`src/design/t5pg_params.svh`:
```
`ifndef T5PG_PARAMS_SVH
`define T5PG_PARAMS_SVH
`define T5PG_A_PAIR_CTL 8'h3a
`define T5PG_A_CMP6L 8'h40
`define T5PG_A_CMP6H 8'h41
`define T5PG_A_CMP7L 8'h42
`define T5PG_A_CMP7H 8'h43
`define T5PG_A_CAPTURE_THREE_LOW 8'h44
`define T5PG_A_CAPTURE_THREE_HIGH 8'h45
`define T5PG_A_CAPTURE_FOUR_LOW 8'h46
`define T5PG_A_CAPTURE_FOUR_HIGH 8'h47
`define T5PG_A_MODE 8'h48
`define T5PG_A_FFCR 8'h49
`define T5PG_A_WRITE_WIDTH_SEL 8'h4c
`define T5PG_A_PAT1 8'h4d
`define T5PG_A_PATCR 8'h4e
`define T5PG_A_STAT 8'h60
`define T5PG_A_MASK 8'h61
`define T5PG_B_SOFT_CAP 5
`define T5PG_B_DB4 0
`define T5PG_B_DB6 1
`define T5PG_B_TRIG_SEL0 2
`define T5PG_RST_PAIR 4'h0
`define T5PG_RST_MODE 5'h00
`define T5PG_RST_FFEN 4'h0
`define T5PG_RST_PATCR 8'h00
`define T5PG_RST_STAT 6'h00
`define T5PG_RST_CMP 16'hffff
`define T5PG_FLOP_CTL_IDLE 2'h3
`define T5PG_NUM_EV 6
`endif

```
`src/design/t5pg_pkg.sv`:
```
package t5pg_pkg;
  typedef enum logic [1:0]
  {
    T5PG_CAP_OFF = 2'b00,
    T5PG_CAP_PINS_AB = 2'b01,
    T5PG_CAP_PIN_A_BOTH = 2'b10,
    T5PG_CAP_FLOP_ONE = 2'b11
  } t5pg_cap_mode_t;
  typedef enum logic [1:0]
  {
    T5PG_CLK_EXT = 2'b00,
    T5PG_CLK_DIV_A = 2'b01,
    T5PG_CLK_DIV_B = 2'b10,
    T5PG_CLK_DIV_C = 2'b11
  } t5pg_clk_src_t;
  typedef enum logic [1:0]
  {
    T5PG_FLOP_INV = 2'b00,
    T5PG_FLOP_SET = 2'b01,
    T5PG_FLOP_CLR = 2'b10,
    T5PG_FLOP_KEEP = 2'b11
  } t5pg_flop_ctl_t;
  typedef struct packed {
    t5pg_cap_mode_t capture_timing_sel;
    logic clear_en;
    t5pg_clk_src_t clk_sel;
  } t5pg_mode_t;
  typedef struct packed {
    logic write_width_sel;
    logic rotate_dir_sel;
    logic step_size_sel;
    logic trig_input_en;
  } t5pg_pat_ctl_t;
endpackage

```
`src/design/t5pg_timer5_patgen.sv`:
```
`include "t5pg_params.svh"
// Overview of operation
// - Pair control bits 1 and 0 enable double buffering of compare six and four.
// - Trigger select: zero takes timers 0/1, one takes timer four or five.
// - Compare six and seven are 16-bit write-only byte pairs, never read-modify-written.
// - Capture three and four are 16-bit read-only byte pairs loaded from the counter.
// - Writing zero to the soft capture bit latches the counter into capture three.
// - Capture timing field picks none, two pin rises, pin A edges, or flop one edges.
// - Source field picks external input or one of three prescaler ticks.
// - Clear enable lets a match clear the counter; at zero it never clears.
// - Four enables let captures and compare matches invert flop six.
// - Pattern register: write-only output nibble high, readable shift-alternate nibble low.
// - Write-mode bit selects full 8-bit write or 4-bit output-only write.
// - Direction bit selects normal or reverse rotation.
// - Step-mode bit selects 4-bit or 8-bit stepping.
// - Trigger enable lets the selected trigger shift the channel; control resets to zero.
module t5pg_timer5_patgen (
  // Clock and reset
  input wire logic clk,
  input wire logic rst_n,
  // Register port
  input wire logic [7:0] addr,
  input wire logic [7:0] wdata,
  input wire logic wr_en,
  input wire logic rd_en,
  output logic [7:0] rdata,
  // Prescaler ticks and neighbouring timer events, same clock
  input wire logic prescale_div_a,
  input wire logic prescale_div_b,
  input wire logic prescale_div_c,
  input wire logic timer_flop_one,
  input wire logic trig_timer01,
  input wire logic trig_timer4,
  // Timer input pins
  input wire logic ext_input_a,
  input wire logic ext_input_b,
  // Block outputs
  output logic [7:0] pattern_out_bit,
  output logic flop_six,
  output logic dbuf_cmp_four_en,
  output logic irq
);
  logic [1:0] ina_sync_r;
  logic [1:0] inb_sync_r;
  logic ina_d_r;
  logic inb_d_r;
  logic flop1_d_r;
  logic [3:0] pair_ctl_r;
  logic [15:0] cmp6_r;
  logic [15:0] cmp6_buf_r;
  logic [15:0] cmp7_r;
  logic [15:0] capture_three_r;
  logic [15:0] capture_four_r;
  logic [15:0] cnt_r;
  logic [15:0] cnt_nxt;
  t5pg_pkg::t5pg_mode_t mode_r;
  logic [3:0] ffen_r;
  t5pg_pkg::t5pg_pat_ctl_t [1:0] pat_ctl_r;
  logic [5:0] stat_r;
  logic [5:0] mask_r;
  logic [7:0] sa_all;
  logic [1:0] pat_step;
  logic rise_a;
  logic fall_a;
  logic rise_b;
  logic rise_f1;
  logic fall_f1;
  logic tick;
  logic match6;
  logic match7;
  logic soft_wr;
  logic capture_three_ev;
  logic capture_four_ev;
  logic ev_par;
  logic wr_ffcr;

  // Pins pass two flops; edges are taken only after the second stage.
  always_ff @(posedge clk or negedge rst_n)
  begin
    if (!rst_n)
    begin
      ina_sync_r <= 2'h0;
      inb_sync_r <= 2'h0;
      ina_d_r <= 1'b0;
      inb_d_r <= 1'b0;
      flop1_d_r <= 1'b0;
    end
    else
    begin
      ina_sync_r <= {ina_sync_r[0], ext_input_a};
      inb_sync_r <= {inb_sync_r[0], ext_input_b};
      ina_d_r <= ina_sync_r[1];
      inb_d_r <= inb_sync_r[1];
      flop1_d_r <= timer_flop_one;
    end
  end

  assign rise_a = ina_sync_r[1] & ~ina_d_r;
  assign fall_a = ~ina_sync_r[1] & ina_d_r;
  assign rise_b = inb_sync_r[1] & ~inb_d_r;
  assign rise_f1 = timer_flop_one & ~flop1_d_r;
  assign fall_f1 = ~timer_flop_one & flop1_d_r;

  // Control registers.
  always_ff @(posedge clk or negedge rst_n)
  begin
    if (!rst_n)
    begin
      pair_ctl_r <= `T5PG_RST_PAIR;
      mode_r <= `T5PG_RST_MODE;
      ffen_r <= `T5PG_RST_FFEN;
      pat_ctl_r <= `T5PG_RST_PATCR;
      mask_r <= `T5PG_RST_STAT;
    end
    else if (wr_en)
    begin
      case (addr)
        `T5PG_A_PAIR_CTL: pair_ctl_r <= wdata[3:0];
        `T5PG_A_MODE: mode_r <= wdata[4:0];
        `T5PG_A_FFCR: ffen_r <= wdata[5:2];
        `T5PG_A_PATCR: pat_ctl_r <= wdata;
        `T5PG_A_MASK: mask_r <= wdata[5:0];
        default: ;
      endcase
    end
  end

  assign dbuf_cmp_four_en = pair_ctl_r[`T5PG_B_DB4];

  // Count clock selection.
  always_comb
  begin
    case (mode_r.clk_sel)
      t5pg_pkg::T5PG_CLK_EXT: tick = rise_a;
      t5pg_pkg::T5PG_CLK_DIV_A: tick = prescale_div_a;
      t5pg_pkg::T5PG_CLK_DIV_B: tick = prescale_div_b;
      t5pg_pkg::T5PG_CLK_DIV_C: tick = prescale_div_c;
      default: tick = 1'b0;
    endcase
  end

  // The clear lands on the count after the match, so the matched value is seen for a full count.
  always_comb
  begin
    cnt_nxt = cnt_r;
    if (tick)
    begin
      if (mode_r.clear_en && (cnt_r == cmp7_r))
        cnt_nxt = 16'h0;
      else
        cnt_nxt = 16'(cnt_r + 16'h1);
    end
  end

  assign match6 = tick && (cnt_nxt == cmp6_r);
  assign match7 = tick && (cnt_nxt == cmp7_r);

  always_ff @(posedge clk or negedge rst_n)
  begin
    if (!rst_n)
      cnt_r <= 16'h0;
    else
      cnt_r <= cnt_nxt;
  end

  // Compare registers. The buffered copy of compare six moves in on a compare seven match.
  always_ff @(posedge clk or negedge rst_n)
  begin
    if (!rst_n)
    begin
      cmp6_r <= `T5PG_RST_CMP;
      cmp6_buf_r <= `T5PG_RST_CMP;
      cmp7_r <= `T5PG_RST_CMP;
    end
    else
    begin
      if (wr_en && addr == `T5PG_A_CMP6L)
        cmp6_buf_r[7:0] <= wdata;
      if (wr_en && addr == `T5PG_A_CMP6H)
        cmp6_buf_r[15:8] <= wdata;
      if (wr_en && addr == `T5PG_A_CMP7L)
        cmp7_r[7:0] <= wdata;
      if (wr_en && addr == `T5PG_A_CMP7H)
        cmp7_r[15:8] <= wdata;
      if (!pair_ctl_r[`T5PG_B_DB6])
      begin
        if (wr_en && addr == `T5PG_A_CMP6L)
          cmp6_r[7:0] <= wdata;
        if (wr_en && addr == `T5PG_A_CMP6H)
          cmp6_r[15:8] <= wdata;
      end
      else if (match7)
        cmp6_r <= cmp6_buf_r;
    end
  end

  // Capture events.
  assign soft_wr = wr_en && (addr == `T5PG_A_MODE) && !wdata[`T5PG_B_SOFT_CAP];
  always_comb
  begin
    capture_three_ev = soft_wr;
    capture_four_ev = 1'b0;
    case (mode_r.capture_timing_sel)
      t5pg_pkg::T5PG_CAP_PINS_AB:
      begin
        capture_three_ev = soft_wr | rise_a;
        capture_four_ev = rise_b;
      end
      t5pg_pkg::T5PG_CAP_PIN_A_BOTH:
      begin
        capture_three_ev = soft_wr | rise_a;
        capture_four_ev = fall_a;
      end
      t5pg_pkg::T5PG_CAP_FLOP_ONE:
      begin
        capture_three_ev = soft_wr | rise_f1;
        capture_four_ev = fall_f1;
      end
      default: ;
    endcase
  end

  always_ff @(posedge clk or negedge rst_n)
  begin
    if (!rst_n)
    begin
      capture_three_r <= 16'h0;
      capture_four_r <= 16'h0;
    end
    else
    begin
      if (capture_three_ev)
        capture_three_r <= cnt_r;
      if (capture_four_ev)
        capture_four_r <= cnt_r;
    end
  end

  // Flop six. Several enabled events in one cycle invert it once per event.
  assign ev_par = ^({capture_four_ev, capture_three_ev, match7, match6} & ffen_r);
  assign wr_ffcr = wr_en && (addr == `T5PG_A_FFCR);
  always_ff @(posedge clk or negedge rst_n)
  begin
    if (!rst_n)
      flop_six <= 1'b0;
    else if (wr_ffcr && wdata[1:0] == t5pg_pkg::T5PG_FLOP_SET)
      flop_six <= 1'b1;
    else if (wr_ffcr && wdata[1:0] == t5pg_pkg::T5PG_FLOP_CLR)
      flop_six <= 1'b0;
    else
      flop_six <= flop_six ^ ev_par ^ (wr_ffcr && wdata[1:0] == t5pg_pkg::T5PG_FLOP_INV);
  end

  // Pattern channels. A write in the same cycle as a step wins and the step is dropped.
  genvar i;
  generate
    for (i = 0; i < 2; i = i + 1)
    begin : g_pat
      logic [3:0] pout_r;
      logic [3:0] sa_r;
      logic trig_src;
      logic pg_wr;
      assign trig_src = pair_ctl_r[`T5PG_B_TRIG_SEL0 + i] ? ((i == 0) ? trig_timer4 : match7) : trig_timer01;
      assign pat_step[i] = trig_src & pat_ctl_r[i].trig_input_en;
      assign pg_wr = wr_en && (addr == 8'(`T5PG_A_WRITE_WIDTH_SEL + i));
      always_ff @(posedge clk or negedge rst_n)
      begin
        if (!rst_n)
        begin
          pout_r <= 4'h0;
          sa_r <= 4'h0;
        end
        else if (pg_wr)
        begin
          pout_r <= wdata[7:4];
          if (!pat_ctl_r[i].write_width_sel)
            sa_r <= wdata[3:0];
        end
        else if (pat_step[i])
        begin
          if (pat_ctl_r[i].step_size_sel)
          begin
            pout_r <= sa_r;
            sa_r <= pout_r;
          end
          else if (pat_ctl_r[i].rotate_dir_sel)
            pout_r <= {pout_r[0], pout_r[3:1]};
          else
            pout_r <= {pout_r[2:0], pout_r[3]};
        end
      end
      assign pattern_out_bit[4*i +: 4] = pout_r;
      assign sa_all[4*i +: 4] = sa_r;
    end
  endgenerate

  // Interrupt status: set wins over a write-one clear in the same cycle.
  always_ff @(posedge clk or negedge rst_n)
  begin
    if (!rst_n)
      stat_r <= `T5PG_RST_STAT;
    else
      stat_r <= (stat_r & ~((wr_en && addr == `T5PG_A_STAT) ? wdata[5:0] : 6'h0))
                | {pat_step, capture_four_ev, capture_three_ev, match7, match6};
  end

  always_ff @(posedge clk or negedge rst_n)
  begin
    if (!rst_n)
      irq <= 1'b0;
    else
      irq <= |(stat_r & mask_r);
  end

  // Read data. Write-only locations read as zero.
  always_ff @(posedge clk or negedge rst_n)
  begin
    if (!rst_n)
      rdata <= 8'h0;
    else if (rd_en)
    begin
      case (addr)
        `T5PG_A_PAIR_CTL: rdata <= {4'h0, pair_ctl_r};
        `T5PG_A_CAPTURE_THREE_LOW: rdata <= capture_three_r[7:0];
        `T5PG_A_CAPTURE_THREE_HIGH: rdata <= capture_three_r[15:8];
        `T5PG_A_CAPTURE_FOUR_LOW: rdata <= capture_four_r[7:0];
        `T5PG_A_CAPTURE_FOUR_HIGH: rdata <= capture_four_r[15:8];
        `T5PG_A_MODE: rdata <= {2'h0, 1'b1, mode_r};
        `T5PG_A_FFCR: rdata <= {2'h0, ffen_r, `T5PG_FLOP_CTL_IDLE};
        `T5PG_A_WRITE_WIDTH_SEL: rdata <= {4'h0, sa_all[3:0]};
        `T5PG_A_PAT1: rdata <= {4'h0, sa_all[7:4]};
        `T5PG_A_PATCR: rdata <= pat_ctl_r;
        `T5PG_A_STAT: rdata <= {2'h0, stat_r};
        `T5PG_A_MASK: rdata <= {2'h0, mask_r};
        default: rdata <= 8'h0;
      endcase
    end
  end
endmodule

```
`config.mk`:
```
export PLATFORM = sky130hd
export DESIGN_NAME = t5pg_timer5_patgen
export DESIGN_NICKNAME = d
export VERILOG_FILES = /design/src/design/t5pg_pkg.sv /design/src/design/t5pg_timer5_patgen.sv
export VERILOG_INCLUDE_DIRS = /design/src /design/src/design
export SDC_FILE = /design/constraint.sdc
export NUM_CORES = 1
export LEC_CHECK = 0
export ABC_AREA = 1
export BUFFER_PORTS_ARGS = -buffer_cell sky130_fd_sc_hd__buf_2
export CORE_ASPECT_RATIO = 0.6
export CORE_MARGIN = 8
export CORE_UTILIZATION = 47
export CTS_BUF_LIST = sky130_fd_sc_hd__clkbuf_2 sky130_fd_sc_hd__clkbuf_4 sky130_fd_sc_hd__clkbuf_8
export CTS_CLUSTER_SIZE = 28
export DETAILED_ROUTE_END_ITERATION = 10
export GPL_TIMING_DRIVEN = 0
export PLACE_DENSITY = 0.75
export RECOVER_POWER = 25
export SETUP_SLACK_MARGIN = 0.3
export SLEW_MARGIN = 20
export SYNTH_ARGS = -nofsm -noshare
export SYNTH_HDL_FRONTEND = slang
export SYNTH_SLANG_ARGS = --single-unit
```
`constraint.sdc`:
```
create_clock -name clk -period 5.4 [get_ports clk]
set_input_delay 0.54 -clock clk [delete_from_list [all_inputs] [get_ports clk]]
set_output_delay 0.54 -clock clk [all_outputs]
set_load 0.05 [all_outputs]
```
# Word level (Yosys, flattened, before mapping)
# Cells that the tools add are included.
[totals]
regBits = 162
input_bits = 28
out_inout_bits = 19
word_cells = 156
[classes]
add_sub_neg = 1
eq_ne = 30
mux = 31
n_bitwise = 21
n_reduce_logical = 37
[op_table]
columns = ["cell", "count"]
rows = [
  ["$eq 8x7->1 const B", 15],
  ["$pmux 8 s12", 1],
  ["$mux 16", 4],
  ["$mux 4", 16],
  ["$eq 16x16->1", 3],
  ["$add 16x1->16 const B", 1],
  ["$logic_and 1x1->1", 16],
  ["$mux 8", 2],
  ["$reduce_and 2->1", 7],
  ["$and 6x6->6", 2],
  ["$reduce_bool 2->1", 6],
  ["$eq 2x2->1 const B", 5],
  ["$eq 8x6->1 const B", 1],
  ["$and 1x1->1", 7],
  ["$eq 2x1->1 const B", 3],
  ["$mux 6", 1],
  ["$not 6->6", 1],
  ["$or 6x6->6", 1],
  ["$reduce_and 3->1", 2],
  ["$reduce_or 6->1", 1],
  ["$not 1->1", 5],
  ["$and 4x4->4", 1],
  ["$logic_not 2->1", 2],
  ["$mux 1", 4],
  ["other kinds (10)", 13],
]

# Longest topological paths before layout
[depth]
depth_word = 12
ltp_mapped = 24
ltp_nobuf = 23

# Worst setup path before layout
# OpenSTA, ideal clock, no wires.
[synth_timing]
kind = "input -> register"
startpoint = "input port prescale_div_c"
endpoint = "register cmp6_r[5]"
setup_ps = 78
arrival_ps = 2272
required_time_ps = 5322
setup_slack_ps = 3051
stages = 18
n_path_buf = 2
cell_sequence = "or2_1 -> nand2_2 -> nand2_4 -> buf_6 -> nand3_2 -> inv_1 -> nand3_1 -> nand2_1 -> o21ai_1 -> nand3_1 -> inv_2 -> nand2_1 -> nor2_4 -> nand3_4 -> o21a_4 -> buf_6 -> nor2_2 -> a21oi_2"
[synth_between]
elab_chain_len = 6
[synth_lines]
columns = ["item", "line", "rtl"]
rows = [
  ["start: declaration", "t5pg_timer5_patgen.sv:30", "input wire logic prescale_div_c,"],
  ["$pmux 1 s4 *", "t5pg_timer5_patgen.sv:133", "case (mode_r.clk_sel)"],
  ["$mux 16", "t5pg_timer5_patgen.sv:146", "if (tick)"],
  ["$eq 16x16->1", "t5pg_timer5_patgen.sv:156", "assign match7 = tick && (cnt_nxt == cmp7_r);"],
  ["$logic_and 1x1->1 *", "t5pg_timer5_patgen.sv:156", ""],
  ["$ne 2x1->1 (no source line) *", "--", ""],
  ["$reduce_and 2->1 (no source line) *", "--", ""],
  ["end signal: assignment", "t5pg_timer5_patgen.sv:171", "cmp6_r <= `T5PG_RST_CMP;"],
  ["end signal: assignment", "t5pg_timer5_patgen.sv:188", "cmp6_r[7:0] <= wdata;"],
  ["end signal: assignment", "t5pg_timer5_patgen.sv:193", "cmp6_r <= cmp6_buf_r;"],
  ["end: declaration", "t5pg_timer5_patgen.sv:49", "logic [15:0] cmp6_r;"],
]
# Every way passes the cells marked *; elsewhere a longest branch is shown, timed or not.
# A chain may end at the register's enable or synchronous reset.

# Worst setup path in the final report
[layout_timing]
startpoint = "register cnt_r[11]"
endpoint = "register g_pat[1].pout_r[2]"
[layout_between]
elab_chain_len = 9
elab_cells_between_ends = 10
classes_between = "add/sub (1); eq/ne (2); mux (3); bitwise (1); reduce/logical (3)"
[layout_lines]
columns = ["item", "line", "rtl"]
rows = [
  ["start: declaration", "t5pg_timer5_patgen.sv:54", "logic [15:0] cnt_r;"],
  ["start signal: assignment", "t5pg_timer5_patgen.sv:163", "cnt_r <= cnt_nxt;"],
  ["parallel branches: the longest is 3 deep, another holds $add 16x1->16", "--", ""],
  ["$mux 16 *", "t5pg_timer5_patgen.sv:146", ""],
  ["$eq 16x16->1 *", "t5pg_timer5_patgen.sv:156", ""],
  ["$logic_and 1x1->1 *", "t5pg_timer5_patgen.sv:156", ""],
  ["$mux 1 *", "t5pg_timer5_patgen.sv:263", "assign trig_src = pair_ctl_r[`T5PG_B_TRIG_SEL0 + i] ? ((i == 0) ? trig_timer4 : match7) : trig_timer01;"],
  ["$and 1x1->1 *", "t5pg_timer5_patgen.sv:264", "assign pat_step[i] = trig_src & pat_ctl_r[i].trig_input_en;"],
  ["$reduce_bool 2->1 (no source line) *", "--", ""],
  ["end signal: assignment", "t5pg_timer5_patgen.sv:275", "pout_r <= wdata[7:4];"],
  ["end signal: assignment", "t5pg_timer5_patgen.sv:283", "pout_r <= sa_r;"],
  ["end signal: assignment", "t5pg_timer5_patgen.sv:287", "pout_r <= {pout_r[0], pout_r[3:1]};"],
  ["end: declaration", "t5pg_timer5_patgen.sv:259", "logic [3:0] pout_r;"],
]
# Every way passes the cells marked *.

==> results by group <==
Flow run
  • Max-Cap Viols: 0

Critical path
  • Top Family by Delay on Critical Path: simple AND/OR/NAND/NOR gates
  • Worst EP arrival: 3.50 ns
  • WP data required: slightly below 6 ns
  • R2R Path Start: cnt_r[11]
  • Buf/Inv on CP: 2
  • R2r worst-path depth: 17
  • FF-to-FF End: g_pat[1].pout_r[2]
  • Cell breakdown of the critical path: inv_2 -> nand2_1 -> nand4_1 -> nor2_1 -> nand4_4 -> buf_2 -> nand3_1 -> nand2_1 -> nor2_1 -> nand2_1 -> nor2_4 -> nand3_2 -> nand2_2 -> nand2_2 -> nor2_4 -> nand2_1 -> o211ai_1
  • Crit path launch type: flop
  • Worst Setup Path Type: reg2reg
  • CP max FO: 10
  • R2R setup slack: 2.28 ns
  • Crit path largest cell delay: 0.63 ns
  • CP Capture Type: flop
  • Crit-path slowest cell: dfrtp_1
  • CP most frequent cell: nand2_1

Global routing
  • Largest net degree at the start of global routing: 86
  • Grt total ovfl: 0
  • GRT Overall Usage: 0.247
  • Vias in the first global route: 7640
  • Initial antenna violation count: 0
  • First-pass GRT wire length: around 44 mm

CTS
  • Root buf cell: clkbuf_8
  • CTS Buf Count: 17
  • CTS Sinks: around 160
  • Cts repair resizes: 0
  • Post-CTS setup buffers: 0
  • # hold bufs at CTS: 0
  • CTS max path bufs: 2
  • TritonCTS clock tree: built
  • Clock H-tree levels: 4
  • Clock transition at path regs: 0.10 ns
  • Clock Latency Late Sink: between 0.4 and 0.5 ns

Power
  • Leakage: 4.63 nW
  • Pwr Density: ~330 nW/µm²
  • IR drop worst, VDD: slightly below 200 µV

Routing
  • Wirelength, routed: around 28 mm
  • Iteration-0 DRC Markers: 960
  • Total number of vias: 8267
  • Routed Antenna Nets: 0
  • DR DRC count: 0
  • TritonRoute pass-1 iters: 6
  • Vias/cell: ~5.6
  • Post-DR wirelength/cell: 19.0 µm

Floorplan
  • Die Width: 193 µm
  • DIE AREA: about 24000 µm²
  • Initial Util: 0.484
  • Die height: 122 µm
  • Area of the core: ~18000 µm²
  • I/O Pins: 47
  • # rows: 38

Timing
  • Final Hold Viols: 0
  • RSZ-0062 raised after global routing: false
  • Max Slew Vio Count: 0
  • Endpoints failing setup: 0
  • Fin crit share: 0.577
  • Max Freq: 321 MHz
  • Worst rel slew slack: 0.449
  • Clock Skews: 0.0133 ns
  • Sum of negative setup slack: 0 ns
  • Min cycle time layout: 3.12 ns
  • Slew @ Worst Pin: 0.826 ns

Finish
  • Ant diodes: 0
  • Nets: about 1300
  • Layout cells sized above 1: 0.163
  • Most common cell after layout, fill and taps aside: nand2_1
  • Core Util, Final: 0.535
  • Most frequent cells in the layout: 341 x nand2_1, 161 x inv_1, 127 x o21ai_0
  • Area grow syn2layout: 10.6%

Logic synthesis
  • Mapped Cells: around 1200
  • Synthesized flop and latch total: approximately 160
  • Synth Cell Area: 8840 µm²
  • Async set-or-reset flop fraction in the synthesized netlist: 1.00
  • Ys Warns: 0
  • Distinct cells, synth: 48
  • Syn avg cell area: 7.58 µm²
  • Syn_nets: 1195
  • Post-synth EDFFs: 0
  • Post-synthesis sequential area ratio: 0.466
  • Ys flop type: dfrtp_1

Run status
  • Status: finished clean

Placement
  • I/O Buffers: 46
  • DPL Wire Length: about 21 mm
  • Global placement routability congestion: 0.996

Hold path
  • Tightest Hold Check Type: in2async
==> synth_stat cells (3+ instances only) <==
library cell / number / area (µm²)
nand2_1: 341 / 1280
inv_1: 161 / 604
o21ai_0: 127 / 636
dfrtp_1: 114 / 2850
nor2_1: 90 / 338
dfstp_2: 48 / 1260
nand3_1: 46 / 230
a21oi_1: 29 / 145
clkbuf_1: 22 / 82.6
nand4_1: 22 / 138
o22ai_1: 21 / 131
inv_2: 20 / 75.1
nor3_1: 14 / 70.1
a21oi_2: 11 / 96.3
xor2_1: 8 / 70.1
a221oi_1: 7 / 61.3
nand2_2: 7 / 43.8
nor2_4: 7 / 78.8
o221ai_1: 7 / 61.3
a31oi_1: 6 / 37.5
buf_6: 5 / 56.3
nand3_2: 5 / 50.1
o2111ai_1: 4 / 35.0
o211ai_1: 4 / 30.0
a211oi_1: 3 / 22.5
nand2_4: 3 / 33.8
nor2_2: 3 / 18.8
o21ai_1: 3 / 15.0
xnor2_1: 3 / 26.3
==> stage by stage <==
| stage | hold WS [ns] | std cells | setup slack [ns] | total power [mW] | instance area (µm²) |
|---|---|---|---|---|---|
| after floorplan | 0.244 | 1166 | 3.05 | 2.05 | 8840 |
| after global placement | 0.332 | 1452 | 1.32 | 2.33 | 9370 |
| after detailed placement | 0.338 | 1453 | 2.27 | 2.35 | 9410 |
| after CTS | 0.0694 | 1485 | 2.36 | 3.19 | 9770 |
| after global routing | 0.0863 | 1485 | 2.09 | 3.38 | 9780 |
| final | 0.0498 | 1485 | 2.28 | 3.21 | 9780 |
==> sequential cells by signal (all words and copies together) (netlist names), 16 cells and up <==
signal	cells
capture_four_r	16
capture_three_r	16
cmp6_buf_r	16
cmp6_r	16
cmp7_r	16
cnt_r	16
==> power breakdown <==
part | internal, mW | switching (mW) | total [mW] | leakage [nW]
Combinational | 0.231 | 0.555 | 0.786 | 2.57
Clock | 0.352 | 0.509 | 0.861 | 0.193
Sequential | 1.41 | 0.162 | 1.57 | 1.86
==> cell type report <==
cell class,instances,area (µm²)
fillers,1767,8480
flip-flops and latches,162,4110
multi-input cells,792,3890
inverters,182,683
well taps,240,300
repair buffers,47,267
clock buffers,20,263
plain buffers,30,156
clock inverters,12,97.6
==> layer usage <==
| layer | vias to the layer above | routed length (µm) | track usage |
|---|---|---|---|
| li1 | 3902 | - | - |
| met1 | 3900 | 13700 | 0.377 |
| met2 | 428 | 10200 | 0.306 |
| met3 | 37 | 4050 | 0.117 |
| met4 | 0 | 296 | 0.0493 |
| met5 | - | 0 | 0 |
==> cells by family (layout without fill, tap and decap cells) <==
family                     Yosys count  in the layout  share of synthesized area
buffers and inverters              212            291                     0.0950
adders and majority gates            1              1                    0.00142
and+or+nand+nor                    549            549                      0.273
xor gates and xnor gates            11             11                     0.0109
AOI/OAI and AO/OA                  231            231                      0.154
DFF                                162            162                      0.466
==> how the worst max path moves through the flow <==
stage / startpoint / end / slack (ns) / depth (start not counted)
floorplan: prescale_div_c / cmp6_r[5] / 3.05 / 18
global placement: rst_n / ina_sync_r[0] / 1.32 / 1
detailed placement: prescale_div_c / g_pat[1].pout_r[2] / 2.27 / 19
CTS: cnt_r[0] / g_pat[1].pout_r[2] / 2.36 / 20
global route: cnt_r[0] / g_pat[1].pout_r[2] / 2.09 / 20
finish: cnt_r[11] / g_pat[1].pout_r[2] / 2.28 / 17
(Power assumes the default switching activity.)
